File: src/rtl/spf_pkg.sv
// Constants, encodings and carriers for the flash self-programming block.
// Assumes one 10 MHz clock and a 32-bit AHB-Lite register bus.
package spf_pkg;

	// ==================================================================
	// Register map and control fields
	localparam logic [31:0] CTRL_OFFSET = 32'h0000_0000;
	localparam logic [7:0]  CTRL_RESET  = 8'h00;
	localparam int          BIT_SIG     = 5;
	localparam int          BIT_CLEAR_PAGE_BUFFER    = 4;
	localparam int          BIT_FLR     = 3;
	localparam int          BIT_PGW     = 2;
	localparam int          BIT_PGE     = 1;
	localparam int          BIT_EN      = 0;

	// ==================================================================
	// Accepted six-bit command patterns
	localparam logic [5:0] CMD_SIG  = 6'h21;
	localparam logic [5:0] CMD_CLEAR_PAGE_BUFFER = 6'h11;
	localparam logic [5:0] CMD_FLR  = 6'h09;
	localparam logic [5:0] CMD_PGW  = 6'h05;
	localparam logic [5:0] CMD_PGE  = 6'h03;
	localparam logic [5:0] CMD_LOAD = 6'h01;

	// ==================================================================
	// Timing
	localparam logic [2:0] SPM_WINDOW   = 3'h4;
	localparam logic [2:0] LPM_WINDOW   = 3'h3;
	localparam int         CLK_MHZ      = 10;
	localparam int         FLASH_MIN_US = 3700;
	localparam int         FLASH_MAX_US = 4500;
	// Band's lower edge in cycles
	localparam int FLASH_CYC = FLASH_MIN_US * CLK_MHZ;

	// ==================================================================
	// Flash geometry and pointer fields
	localparam int PAGE_WORDS = 64;
	localparam int WIDX_W     = 6;
	localparam int PAGE_W     = 9;
	localparam int WIDX_LSB   = 1;
	localparam int PAGE_LSB   = 7;
	localparam logic [15:0] ERASED_WORD = 16'hFFFF;

	// ==================================================================
	// Fuse and signature addresses
	localparam logic [1:0] Z_FUSE_LOW  = 2'h0;
	localparam logic [1:0] Z_LOCK      = 2'h1;
	localparam logic [1:0] Z_FUSE_EXT  = 2'h2;
	localparam logic [1:0] Z_FUSE_HIGH = 2'h3;
	localparam logic [5:0] LOCK_UNUSED = 6'h3F;
	localparam logic [6:0] EXT_UNUSED  = 7'h7F;
	// Identification bytes: arbitrary neutral values
	localparam logic [7:0] SIG_ID0 = 8'h5A;
	localparam logic [7:0] SIG_ID1 = 8'h01;
	localparam logic [7:0] SIG_ID2 = 8'h02;
	localparam logic [7:0] SIG_RSVD = 8'hFF;

	// ==================================================================
	// Types
	typedef enum logic [1:0] {
		ST_IDLE  = 2'b00,
		ST_ARMED = 2'b01,
		ST_FLASH = 2'b11
	} spf_state_t;

	typedef struct packed {
		logic        spm;
		logic        lpm;
		logic [15:0] z;
		logic [15:0] data_word_pair;
	} spf_cpu_req_t;

	typedef struct packed {
		logic [7:0] fuse_low_byte;
		logic [7:0] fuse_high_byte;
		logic       fuse_extended_byte;
		logic       lock_bit_high;
		logic       lock_bit_low;
	} spf_fuse_t;

endpackage : spf_pkg

File: src/rtl/spf_page_buf.sv
// Temporary page buffer held in flip-flops.
// Assumes the controller gives it one write or clear per cycle.
`timescale 1ns/1ns
module spf_page_buf (
	// Clock and reset
	input  wire logic                      hclk,
	input  wire logic                      hresetn,
	// Fill side
	input  wire logic                      clr,
	input  wire logic                      wr_en,
	input  wire logic [spf_pkg::WIDX_W-1:0] wr_idx,
	input  wire logic [15:0]               wr_data,
	// Drain side, read by the flash array
	input  wire logic [spf_pkg::WIDX_W-1:0] rd_idx,
	output logic      [15:0]               rd_data
);

	// ==================================================================
	// Storage
	logic [15:0] mem_ff [spf_pkg::PAGE_WORDS];
	logic [spf_pkg::PAGE_WORDS-1:0] used_ff;

	// Words may be loaded once until the buffer is cleared
	always_ff @(posedge hclk or negedge hresetn) begin
		if (!hresetn) begin
			used_ff <= '0;
		end else if (clr) begin
			used_ff <= '0;
		end else if (wr_en) begin
			used_ff[wr_idx] <= 1'b1;
		end
	end

	// Data flops; a clear restores the erased pattern
	always_ff @(posedge hclk or negedge hresetn) begin
		if (!hresetn) begin
			for (int i = 0; i < spf_pkg::PAGE_WORDS; i++) begin
				mem_ff[i] <= spf_pkg::ERASED_WORD;
			end
		end else if (clr) begin
			for (int i = 0; i < spf_pkg::PAGE_WORDS; i++) begin
				mem_ff[i] <= spf_pkg::ERASED_WORD;
			end
		end else if (wr_en && !used_ff[wr_idx]) begin
			mem_ff[wr_idx] <= wr_data;
		end
	end

	// Indexed read
	assign rd_data = mem_ff[rd_idx];

endmodule : spf_page_buf

File: src/rtl/spf_ctrl.sv
// Flash self-programming controller: control register, command
// windows, fuse/lock/signature reads and timed erase/write.
// Assumes an AHB-Lite master with one slave, and a CPU core that
// raises spm or lpm for one cycle per instruction and obeys stall.
//
// Chosen here: the AHB-Lite slave port and the register addresses.
`timescale 1ns/1ns

// What this block does
// - Signature select and enable: LPM within three cycles reads sig byte.
// - Signature select plus enable: SPM within four cycles does nothing.
// - Writing clear-buffer command empties the temporary page buffer.
// - Fuse/lock select and enable: LPM in three cycles reads fuse or lock.
// - Page-write command: SPM within four cycles programs the buffer.
// - Page-erase command: SPM within four cycles erases the page.
// - Write and erase selects clear at completion or on window timeout.
// - CPU stalls for the whole erase or write.
// - Enable alone: SPM stores the data pair at the pointer word.
// - Enable lasts four cycles, clears after the SPM or timeout.
// - Enable stays set through erase and write as busy flag.
// - Only six control patterns act; all others are ignored.
// - EEPROM write busy blocks programming and fuse/lock reads.
// - Pointer 1 returns both lock bits in bits 1 and 0.
// - Fuse/lock select clears after read, three-cycle or SPM window.
// - Pointer 0 returns the low fuse byte.
// - Pointer 3 returns high fuse, pointer 2 extended fuse bit 0.
// - Programmed fuse and lock bits read zero, unprogrammed one.
// - Signature select clears after the read or three idle cycles.
// - Signature row: ids at 0,2,4; calibration and sensor at 1,3,5.
// - Erase and write last between 3.7 and 4.5 ms.
// - Control bit 7 reserved and bit 6 busy flag read zero.
module spf_ctrl #(
	parameter int FLASH_CYCLES = spf_pkg::FLASH_CYC
) (
	// Clock and reset
	input  wire logic                       hclk,
	input  wire logic                       hresetn,
	// AHB-Lite slave
	input  wire logic                       hsel,
	input  wire logic [31:0]                haddr,
	input  wire logic [1:0]                 htrans,
	input  wire logic                       hwrite,
	input  wire logic [2:0]                 hsize,
	input  wire logic [31:0]                hwdata,
	input  wire logic                       hready,
	output logic                            hreadyout,
	output logic                            hresp,
	output logic      [31:0]                hrdata,
	// CPU instruction side
	input  wire spf_pkg::spf_cpu_req_t      cpu_req,
	output logic                            cpu_stall,
	output logic                            lpm_valid,
	output logic      [7:0]                 lpm_data,
	// EEPROM status
	input  wire logic                       eeprom_write_busy,
	// Non-volatile values
	input  wire spf_pkg::spf_fuse_t         fuses,
	input  wire logic [7:0]                 osc_cal_byte,
	input  wire logic [7:0]                 temp_sensor_offset,
	input  wire logic [7:0]                 temp_sensor_gain,
	// Flash array
	output logic                            flash_erase,
	output logic                            flash_program,
	output logic      [spf_pkg::PAGE_W-1:0] flash_page,
	input  wire logic [spf_pkg::WIDX_W-1:0] flash_rd_idx,
	output logic      [15:0]                flash_rd_word
);

	// ==================================================================
	// Functions

	// Command pattern accepted by the control register
	function automatic logic legal_cmd(input logic [5:0] c);
		legal_cmd = (c == spf_pkg::CMD_SIG)  ||
		            (c == spf_pkg::CMD_CLEAR_PAGE_BUFFER) ||
		            (c == spf_pkg::CMD_FLR)  ||
		            (c == spf_pkg::CMD_PGW)  ||
		            (c == spf_pkg::CMD_PGE)  ||
		            (c == spf_pkg::CMD_LOAD);
	endfunction : legal_cmd

	// Fuse or lock byte by pointer, 0 = programmed
	function automatic logic [7:0] fuse_byte(
		input logic [1:0]         za,
		input spf_pkg::spf_fuse_t f
	);
		case (za)
			spf_pkg::Z_FUSE_LOW:  fuse_byte = f.fuse_low_byte;
			spf_pkg::Z_LOCK:      fuse_byte = {spf_pkg::LOCK_UNUSED,
			                       f.lock_bit_high,
			                       f.lock_bit_low};
			spf_pkg::Z_FUSE_EXT:  fuse_byte = {spf_pkg::EXT_UNUSED,
			                       f.fuse_extended_byte};
			spf_pkg::Z_FUSE_HIGH: fuse_byte = f.fuse_high_byte;
			default:              fuse_byte = f.fuse_low_byte;
		endcase
	endfunction : fuse_byte

	// ==================================================================
	// Declarations
	spf_pkg::spf_state_t        state_ff;
	spf_pkg::spf_state_t        nxt_state;
	logic [5:0]                 ctrl_ff;
	logic [5:0]                 nxt_ctrl;
	logic [2:0]                 win_ff;
	logic [2:0]                 nxt_win;
	logic [15:0]                op_cnt_ff;
	logic                       op_write_ff;
	logic [spf_pkg::PAGE_W-1:0] page_ff;
	logic                       bus_wr_ff;
	logic                       bus_rd_ff;
	logic                       bus_hit_ff;
	logic                       addr_phase;
	logic                       ctrl_wr;
	logic                       read_cmd;
	logic [2:0]                 win_len;
	logic                       win_open;
	logic                       spm_ok;
	logic                       lpm_ok;
	logic                       op_start;
	logic                       op_done;
	logic                       buf_clr;
	logic                       buf_wr;
	logic [7:0]                 sig_byte;

	// ==================================================================
	// AHB-Lite slave

	// Never waits and never errors
	assign hreadyout = 1'b1;
	assign hresp     = 1'b0;
	assign addr_phase = hsel && htrans[1] && hready;

	// Address phase captured for the data phase
	always_ff @(posedge hclk or negedge hresetn) begin
		if (!hresetn) begin
			bus_wr_ff  <= 1'b0;
			bus_rd_ff  <= 1'b0;
			bus_hit_ff <= 1'b0;
		end else if (hready) begin
			bus_wr_ff  <= addr_phase && hwrite;
			bus_rd_ff  <= addr_phase && !hwrite;
			bus_hit_ff <= (haddr == spf_pkg::CTRL_OFFSET) &&
			              (hsize == 3'h2);
		end
	end

	// Upper two bits always read zero; unmapped reads zero
	assign hrdata = (bus_rd_ff && bus_hit_ff) ?
	                {24'h0000_00, 2'b00, ctrl_ff} :
	                32'h0000_0000;

	// Busy operation and EEPROM writes lock the register out
	assign ctrl_wr = bus_wr_ff && bus_hit_ff &&
	                 legal_cmd(hwdata[5:0]) &&
	                 !eeprom_write_busy &&
	                 (state_ff != spf_pkg::ST_FLASH);

	// ==================================================================
	// Command windows

	// Read commands live for three cycles, the rest for four
	assign read_cmd = ctrl_ff[spf_pkg::BIT_SIG] ||
	                  ctrl_ff[spf_pkg::BIT_FLR];
	assign win_len  = read_cmd ? spf_pkg::LPM_WINDOW :
	                             spf_pkg::SPM_WINDOW;
	assign win_open = (state_ff == spf_pkg::ST_ARMED);

	// SPM limit is four cycles, but a fuse read window closes after three
	assign spm_ok = win_open && cpu_req.spm &&
	                (win_ff < spf_pkg::SPM_WINDOW) &&
	                !eeprom_write_busy;
	assign lpm_ok = win_open && cpu_req.lpm && read_cmd &&
	                (win_ff < spf_pkg::LPM_WINDOW) &&
	                !eeprom_write_busy;

	// Erase and write start only from their own pattern
	assign op_start = spm_ok &&
	                  ((ctrl_ff == spf_pkg::CMD_PGW) ||
	                   (ctrl_ff == spf_pkg::CMD_PGE));
	assign op_done  = (state_ff == spf_pkg::ST_FLASH) &&
	                  (op_cnt_ff == 16'(FLASH_CYCLES - 1));

	// Next state and control bits
	always_comb begin
		nxt_state = state_ff;
		nxt_ctrl  = ctrl_ff;
		nxt_win   = win_ff;
		case (state_ff)
			spf_pkg::ST_IDLE: begin
				if (ctrl_wr) begin
					nxt_state = spf_pkg::ST_ARMED;
					nxt_ctrl  = hwdata[5:0];
					nxt_win   = 3'h0;
				end
			end
			spf_pkg::ST_ARMED: begin
				nxt_win = win_ff + 3'h1;
				if (op_start) begin
					// Enable held high as busy
					nxt_state = spf_pkg::ST_FLASH;
				end else if (lpm_ok) begin
					// Completed sig or fuse read
					nxt_state = spf_pkg::ST_IDLE;
					nxt_ctrl  = 6'h00;
				end else if (spm_ok &&
				             ctrl_ff != spf_pkg::CMD_SIG) begin
					// Load, clear or fuse-read SPM ends
					nxt_state = spf_pkg::ST_IDLE;
					nxt_ctrl  = 6'h00;
				end else if (ctrl_wr) begin
					// Rewrite restarts the window
					nxt_ctrl = hwdata[5:0];
					nxt_win  = 3'h0;
				end else if (win_ff >= win_len - 3'h1) begin
					// Window ran out unused
					nxt_state = spf_pkg::ST_IDLE;
					nxt_ctrl  = 6'h00;
				end
			end
			spf_pkg::ST_FLASH: begin
				if (op_done) begin
					// Select and enable drop together
					nxt_state = spf_pkg::ST_IDLE;
					nxt_ctrl  = 6'h00;
				end
			end
			default: begin
				nxt_state = spf_pkg::ST_IDLE;
				nxt_ctrl  = 6'h00;
			end
		endcase
	end

	// State register
	always_ff @(posedge hclk or negedge hresetn) begin
		if (!hresetn) begin
			state_ff <= spf_pkg::ST_IDLE;
		end else begin
			state_ff <= nxt_state;
		end
	end

	// Control bits and window age
	always_ff @(posedge hclk or negedge hresetn) begin
		if (!hresetn) begin
			ctrl_ff <= spf_pkg::CTRL_RESET[5:0];
			win_ff  <= 3'h0;
		end else begin
			ctrl_ff <= nxt_ctrl;
			win_ff  <= nxt_win;
		end
	end

	// ==================================================================
	// Timed erase and write

	// Cycle count fixed at the band's lower edge from the 10 MHz clock
	always_ff @(posedge hclk or negedge hresetn) begin
		if (!hresetn) begin
			op_cnt_ff <= 16'h0000;
		end else if (op_start) begin
			op_cnt_ff <= 16'h0000;
		end else if (state_ff == spf_pkg::ST_FLASH) begin
			op_cnt_ff <= op_cnt_ff + 16'h0001;
		end
	end

	// Page comes from the pointer's upper bits; data pair unused
	always_ff @(posedge hclk or negedge hresetn) begin
		if (!hresetn) begin
			page_ff     <= '0;
			op_write_ff <= 1'b0;
		end else if (op_start) begin
			page_ff     <= cpu_req.z[15:spf_pkg::PAGE_LSB];
			op_write_ff <= ctrl_ff[spf_pkg::BIT_PGW];
		end
	end

	// Core is held from the starting SPM until the last cycle
	assign cpu_stall = op_start ||
	                   (state_ff == spf_pkg::ST_FLASH);
	assign flash_erase   = (state_ff == spf_pkg::ST_FLASH) &&
	                       !op_write_ff;
	assign flash_program = (state_ff == spf_pkg::ST_FLASH) &&
	                       op_write_ff;
	assign flash_page    = page_ff;

	// ==================================================================
	// Temporary page buffer

	// Clear on the clear command write, its SPM, or after a write
	assign buf_clr = (ctrl_wr &&
	                  hwdata[5:0] == spf_pkg::CMD_CLEAR_PAGE_BUFFER) ||
	                 (spm_ok && ctrl_ff == spf_pkg::CMD_CLEAR_PAGE_BUFFER) ||
	                 (op_done && op_write_ff);
	// Pointer bit 0 is dropped to address words
	assign buf_wr  = spm_ok && ctrl_ff == spf_pkg::CMD_LOAD;

	spf_page_buf u_buf (
		.hclk    (hclk),
		.hresetn (hresetn),
		.clr     (buf_clr),
		.wr_en   (buf_wr),
		.wr_idx  (cpu_req.z[spf_pkg::PAGE_LSB-1:spf_pkg::WIDX_LSB]),
		.wr_data (cpu_req.data_word_pair),
		.rd_idx  (flash_rd_idx),
		.rd_data (flash_rd_word)
	);

	// ==================================================================
	// Load-program answers

	// Signature row by pointer; unlisted addresses read as reserved
	always_comb begin
		case (cpu_req.z)
			16'h0000: sig_byte = spf_pkg::SIG_ID0;
			16'h0001: sig_byte = osc_cal_byte;
			16'h0002: sig_byte = spf_pkg::SIG_ID1;
			16'h0003: sig_byte = temp_sensor_offset;
			16'h0004: sig_byte = spf_pkg::SIG_ID2;
			16'h0005: sig_byte = temp_sensor_gain;
			default:  sig_byte = spf_pkg::SIG_RSVD;
		endcase
	end

	// Answer stands one cycle after the LPM
	always_ff @(posedge hclk or negedge hresetn) begin
		if (!hresetn) begin
			lpm_valid <= 1'b0;
			lpm_data  <= 8'h00;
		end else begin
			lpm_valid <= lpm_ok;
			if (lpm_ok && ctrl_ff[spf_pkg::BIT_SIG]) begin
				lpm_data <= sig_byte;
			end else if (lpm_ok) begin
				// Fuses pass through as stored, 0 = programmed
				lpm_data <= fuse_byte(cpu_req.z[1:0],
				                      fuses);
			end
		end
	end

endmodule : spf_ctrl

File: config.mk
export PLATFORM = sky130hd
export DESIGN_NAME = spf_ctrl
export DESIGN_NICKNAME = d
export VERILOG_FILES = /design/src/rtl/spf_pkg.sv /design/src/rtl/spf_page_buf.sv /design/src/rtl/spf_ctrl.sv
export SDC_FILE = /design/constraint.sdc
export NUM_CORES = 2
export LEC_CHECK = 0
export BUFFER_PORTS_ARGS = -buffer_cell sky130_fd_sc_hd__buf_4
export CAP_MARGIN = 20
export CELL_PAD_IN_SITES_DETAIL_PLACEMENT = 1
export CELL_PAD_IN_SITES_GLOBAL_PLACEMENT = 1
export CORE_UTILIZATION = 55
export DETAILED_ROUTE_END_ITERATION = 10
export PLACE_DENSITY = 0.89
export SLEW_MARGIN = 20
export SYNTH_ARGS = -nofsm -noshare
export SYNTH_HDL_FRONTEND = slang
export SYNTH_SLANG_ARGS = --single-unit
File: constraint.sdc
create_clock -name hclk -period 9.83 [get_ports hclk]
set_input_delay 1.4745 -clock hclk [delete_from_list [all_inputs] [get_ports hclk]]
set_output_delay 1.4745 -clock hclk [all_outputs]
set_load 0.005 [all_outputs]
## Word level (Yosys, flattened, before mapping)

Index checks and enable logic that the tools add are counted.

- $add $sub $neg: 3
- Multipliers: 0
- Divide/modulo/power cells: 0
- $lt $le $gt $ge: 8
- Equal/unequal tests: 30
- Shifts and indexed selects: 0
- Mux-type cells: 44
- Bitwise logic cells: 3
- Reduce and logical (&&, ||, !) cells: 56

Operator list:

| kind | number |
|---|---|
| $mux 1024 | 2 |
| $bwmux 1024 | 1 |
| $mux 64 | 2 |
| $bmux 16 s6 | 1 |
| $demux 16 s6 | 1 |
| $mux 16 | 5 |
| $or 64x64->64 | 1 |
| $mux 6 | 8 |
| $pmux 8 s6 | 1 |
| $eq 16x2->1 const B | 2 |
| $eq 16x3->1 const B | 2 |
| $logic_not 32->1 | 1 |
| $pmux 8 s4 | 1 |
| $logic_and 1x1->1 | 30 |
| $mux 3 | 6 |
| $pmux 6 s3 | 1 |
| $add 16x1->16 const B | 1 |
| $eq 16x1->1 const B | 1 |
| $eq 16x16->1 const B | 1 |
| $logic_not 16->1 | 1 |
| $mux 8 | 2 |
| $ge 7x7->1 const B | 2 |
| $mux 2 | 7 |
| $not 6->7 | 2 |
| 32 further kinds | 62 |

- Register bits: 1137
- Bits in latches: 0
- Bits in writable memories: 0
- ROM bits: 0
- Output and inout port bits: 71
- Word-level logic and storage cells: 220
- Memories: 0

## Longest topological paths before layout

- Depth after elaboration: 14
- Gate-level depth with buffers: 12
- Depth with buffers taken out: 7

## Cells and area by module

Synthesis repeated with hierarchy kept, for this count alone.

- Cell total of the unflattened synthesis: 4584
- Area, all modules: 55858.6 um^2

Modules (own cells, without submodules):

| module | times used | cells each | area an instance (um^2) | sequential area each (um^2) |
|---|---|---|---|---|
| spf_page_buf | 1 | 4226 | 52735.6 | 28507.3 |
| spf_ctrl | 1 | 358 | 3123.0 | 1226.2 |

## Worst setup path after synthesis

OpenSTA, ideal clock, no wires.

- Path kind: input to output
- Start: in flash_rd_idx[0] (netlist name)
- End: out flash_rd_word[10]
- Arrival time: 3.687 ns
- Data required time: 8.356 ns
- Setup slack: 4.668 ns
- Cell stages on the path: 7
- Path buffers: 3
- Path through: clkbuf_1 clkbuf_1 buf_1 mux4_2 mux4_2 a22oi_1 nand2_1

- Cells in the longest elaborated chain, start to end: 4

RTL lines:

| item | line | text |
|---|---|---|
| start, declared | spf_ctrl.sv:65 | `input wire logic [spf_pkg::WIDX_W-1:0] flash_rd_idx,` |
| $not 6->7 (implied by the code) | spf_page_buf.sv:50 | `assign rd_data = mem_ff[rd_idx];` |
| $bmux 16 s6 | spf_page_buf.sv:50 |  |
| $mux 16 (implied by the code) (2 in a row) | spf_page_buf.sv:50 |  |
| end, declared | spf_ctrl.sv:66 | `output logic [15:0] flash_rd_word` |

Every way passes these cells. The select of a mux whose other input is x is not followed.

## Worst setup path after layout

- Start: in flash_rd_idx[1] (netlist name)
- End: out flash_rd_word[7]

Same word-level chain as after synthesis.

==> impl_metrics.yaml <==
outcome:
  status: "finished with violations"
  violations: "max-slew violations"
setup_path:
  cp.required_ns: 8.36
  endpoint_kind: "output pin"
  r2r_start: "state_ff[1]$_DFFE_PN0P_"
  arrival_ns: 5.54
  critPathKind: "input pin to output pin"
  rr_worst_depth: 8
  r2r-end: "u_buf.mem_ff[371]$_DFFE_PN1P_"
  cp-endpoint: "flash_rd_word[7]"
  reg2reg_slack_ns: 4.93
  crit_path_start_kind: "input pin"
  crit_fanout: 96
  crit_start: "flash_rd_idx[1]"
pwr:
  power.share.clock_pct: 48.0
  swShare_pct: 25.6
  p_leak_nw: 27.5
  sequentialPowerShare_pct: 46.6
  power_density_nw_per_um2: 164
  internal-power_w: 0.00760
  ir_drop_uv: 176
  switchingPower_w: 0.00262
  combPwrFrac_pct: 5.4
timing:
  setup_viol: 0
  finClkSkew_ns: 0.0690
  worst_pin_slew_ns: 1.66
  hold_viol: 0
  finalCritPeriodShare_pct: 71.4
  slew_headroom_pct: -10.8
  post-route-min-period_ns: 7.02
  fmax_ghz: 0.143
  rsz0062_at_grt: "false"
  tns_ns: 0
  slew_violations: 1
grt:
  globalRouteTotalUtil_pct: 41.7
  antenna_found_initial: 15
  grt_pass1_wl_um: 320000
  first_global_vias: 48700
  grt_max_degree: 194
  overflow: 0
floorplan:
  die_y_um: 322
  die_area_um2: 103000
  initial_core_util_pct: 55.8
  ioPinCount: 229
  core_area_um2: 101000
  placementRows: 116
  fp.dieW_um: 322
final_layout:
  fillCellCount: 9868
  multi_input_area_um2: 24500
  syn_to_final_growth_pct: 11.0
  nNetsFinal: 4832
  final_layout_size_suffix_gt1_share_pct: 40.4
  design_area_um2: 62400
  seq_area_um2: 29700
synth:
  avgSynthCellArea_um2: 11.9
  synth.ff_latch_count: 1137
  ys_seq_area_share_pct: 52.9
  synth-main-ff-cell: "dfstp_2"
  syn-cell-area_um2: 56200
  synth_edf_count: 0
  synth_cells: 4739
  async_flop_share_pct: 100
  post_synth_num_cell_types: 78
  ys_warn_count: 0
clock_network:
  clock_latency_ns: 0.79
  ctsHtreeMaxLevel: 3
  cts_setup_buffers: 0
  cts.clk_slew.worst_paths_ns: 0.07
  cts_resized: 0
  cts.sinks: 1137
  cts_root_buffer: "clkbuf_16"
  cts_buffers: 116
  postCtsHoldBufs: 0
  cts_tree: "yes"
  clk_path_buf_depth: 3
placed_design:
  port_buffers: 173
  place.gp.congestion: 0.837
  hpwl_um: 111000
  placed_cell_area_um2: 58400
detailed_routing:
  routed_wl_um: 234000
  vias_per_cell: 7.53
  firstDrtPassIters: 8
  drc: 0
  ant_nets: 0
  avgRoutedWirePerCell_um: 38.1
  dr.first_iter.drc_count: 6688
  vias: 46100
job:
  cap_violations: 0
min_path:
  hp-class: "register to register"
## power groups by stage
| stage | registers (W) | logic [W] | clock network, W |
|---|---|---|---|
| floorplan | 0.00481 | 0.000260 | 0 |
| global placement | 0.00482 | 0.000496 | 0 |
| detailed placement | 0.00482 | 0.000513 | 0 |
| CTS | 0.00476 | 0.000527 | 0.00479 |
| global route | 0.00476 | 0.000570 | 0.00502 |
| finish | 0.00476 | 0.000552 | 0.00491 |
## registers in the layout, indices dropped and copies added, names as in the netlist, 2 cells and up
register       count
lpm_data           8
win_ff             3
flash_page         9
ctrl_ff            6
u_buf.used_ff     64
u_buf.mem_ff    1024
op_cnt_ff         16
state_ff           2
## layer usage
metal  routed length (µm)  track usage, %  up-vias
li1                     -               -    16700
met1                76500            50.1    23400
met2               106000            65.2     4398
met3                29200            11.6     1661
met4                22100            29.3       16
met5                  117               0        -
## critical path: stages
cell     delay, ns
buf_8         0.69
buf_4         0.74
mux4_2        0.45
mux4_2        0.55
a22oi_1       1.25
nand2_1       0.11
buf_4         0.22
## Yosys cell counts, types with 8 or more instances
library cell  instances  area share [%]
a21oi_1             466             4.1
a22oi_1              43            0.57
and3_1                8           0.089
buf_1                43            0.29
buf_2                81            0.72
buf_4                53            0.71
buf_6                12            0.24
clkbuf_1            316             2.1
dfrtp_1             113             5.0
dfstp_2            1024              48
inv_1                14           0.093
mux2_1                8            0.16
mux2_2               11            0.22
mux2i_1             653              12
mux4_2              324              13
nand2_1             588             3.9
nand3_1              10           0.089
nand4_1              10            0.11
nor2_1              373             2.5
nor3_1              272             2.4
nor3_2               28            0.50
nor3_4                8            0.23
nor3b_1              13            0.17
nor4_1               10            0.11
o21ai_0              96            0.85
o21ai_1              42            0.37
xor2_1               11            0.17
## layout by cell type, fill, tap and decap left out, drive strengths merged, types with 5 or more instances in the layout
cell      netlist  routed
o22ai           7       7
conb            2      28
a22oi          43      43
or4             7       7
nor4b           5       5
nand2         590     590
mux4          324     324
mux2i         653     653
a221oi          7       7
nor3          308     308
clkinv          0      25
nor2b           7       7
clkbuf        316     167
inv            15      20
buf           189     293
bufinv          0      14
nand4          11      11
mux2           19      19
dfstp        1024    1024
xor2           11      11
nor3b          13      13
nand3          10      10
dfrtp         113     113
and3            8       8
clkinvlp        0       5
o21ai         138     138
nor4           14      14
a22o            7       7
a21oi         466     466
nor2          375     375
## how the worst min path moves through the flow
stage / startpoint / endpoint / slack, ns / cells after the start
floorplan: u_buf.used_ff[32]$_DFFE_PN0P_ / u_buf.used_ff[32]$_DFFE_PN0P_ / 0.45 / 2
global placement: u_buf.used_ff[26]$_DFFE_PN0P_ / u_buf.used_ff[26]$_DFFE_PN0P_ / 0.47 / 2
detailed placement: flash_page[3]$_DFFE_PN0P_ / flash_page[3]$_DFFE_PN0P_ / 0.48 / 1
CTS: flash_page[3]$_DFFE_PN0P_ / flash_page[3]$_DFFE_PN0P_ / 0.50 / 1
global route: flash_page[3]$_DFFE_PN0P_ / flash_page[3]$_DFFE_PN0P_ / 0.51 / 1
finish: flash_page[3]$_DFFE_PN0P_ / flash_page[3]$_DFFE_PN0P_ / 0.49 / 1
## metrics by stage
| stage | setup slack (ns) | total power, W | std cells | utilization (%) | hold slack (ns) |
|---|---|---|---|---|---|
| after floorplan | 4.67 | 0.00507 | 4765 | - | 0.454 |
| after global placement | 3.49 | 0.00532 | 5910 | 57.9 | 0.470 |
| after detailed placement | 3.38 | 0.00534 | 5910 | 57.9 | 0.476 |
| after CTS | 3.28 | 0.0101 | 6126 | 61.9 | 0.495 |
| after global routing | 2.79 | 0.0103 | 6127 | 61.9 | 0.514 |
| final | 2.81 | 0.0102 | 6130 | 62.0 | 0.492 |
## cell families (layout without fill, tap and decap cells)
kind of cell             after synthesis  after routing  synth area share, %
AND/OR/NAND/NOR                     1370           1370                 10.9
AO/OA/AOI/OAI                        695            695                 6.69
XOR/XNOR                              15             15                0.234
other                                  2             32               0.0134
buffers and inverters                520            524                 4.17
adder cells (fa/ha/maj)                4              4               0.0846
multiplexers                         996            996                 25.0
flip-flops                          1137           1137                 52.9
## final cells by class
class,count,area share (%)
Clock buffer,167,5.33
Tap cell,1357,2.72
Clock inverter,49,1.09
Timing Repair Buffer,293,3.78
Antenna cell,4,0.0160
Inverter,15,0.0902
Sequential cell,1137,47.6
Multi-Input combinational cell,3108,39.3
Power figures use the tool's default switching activity.
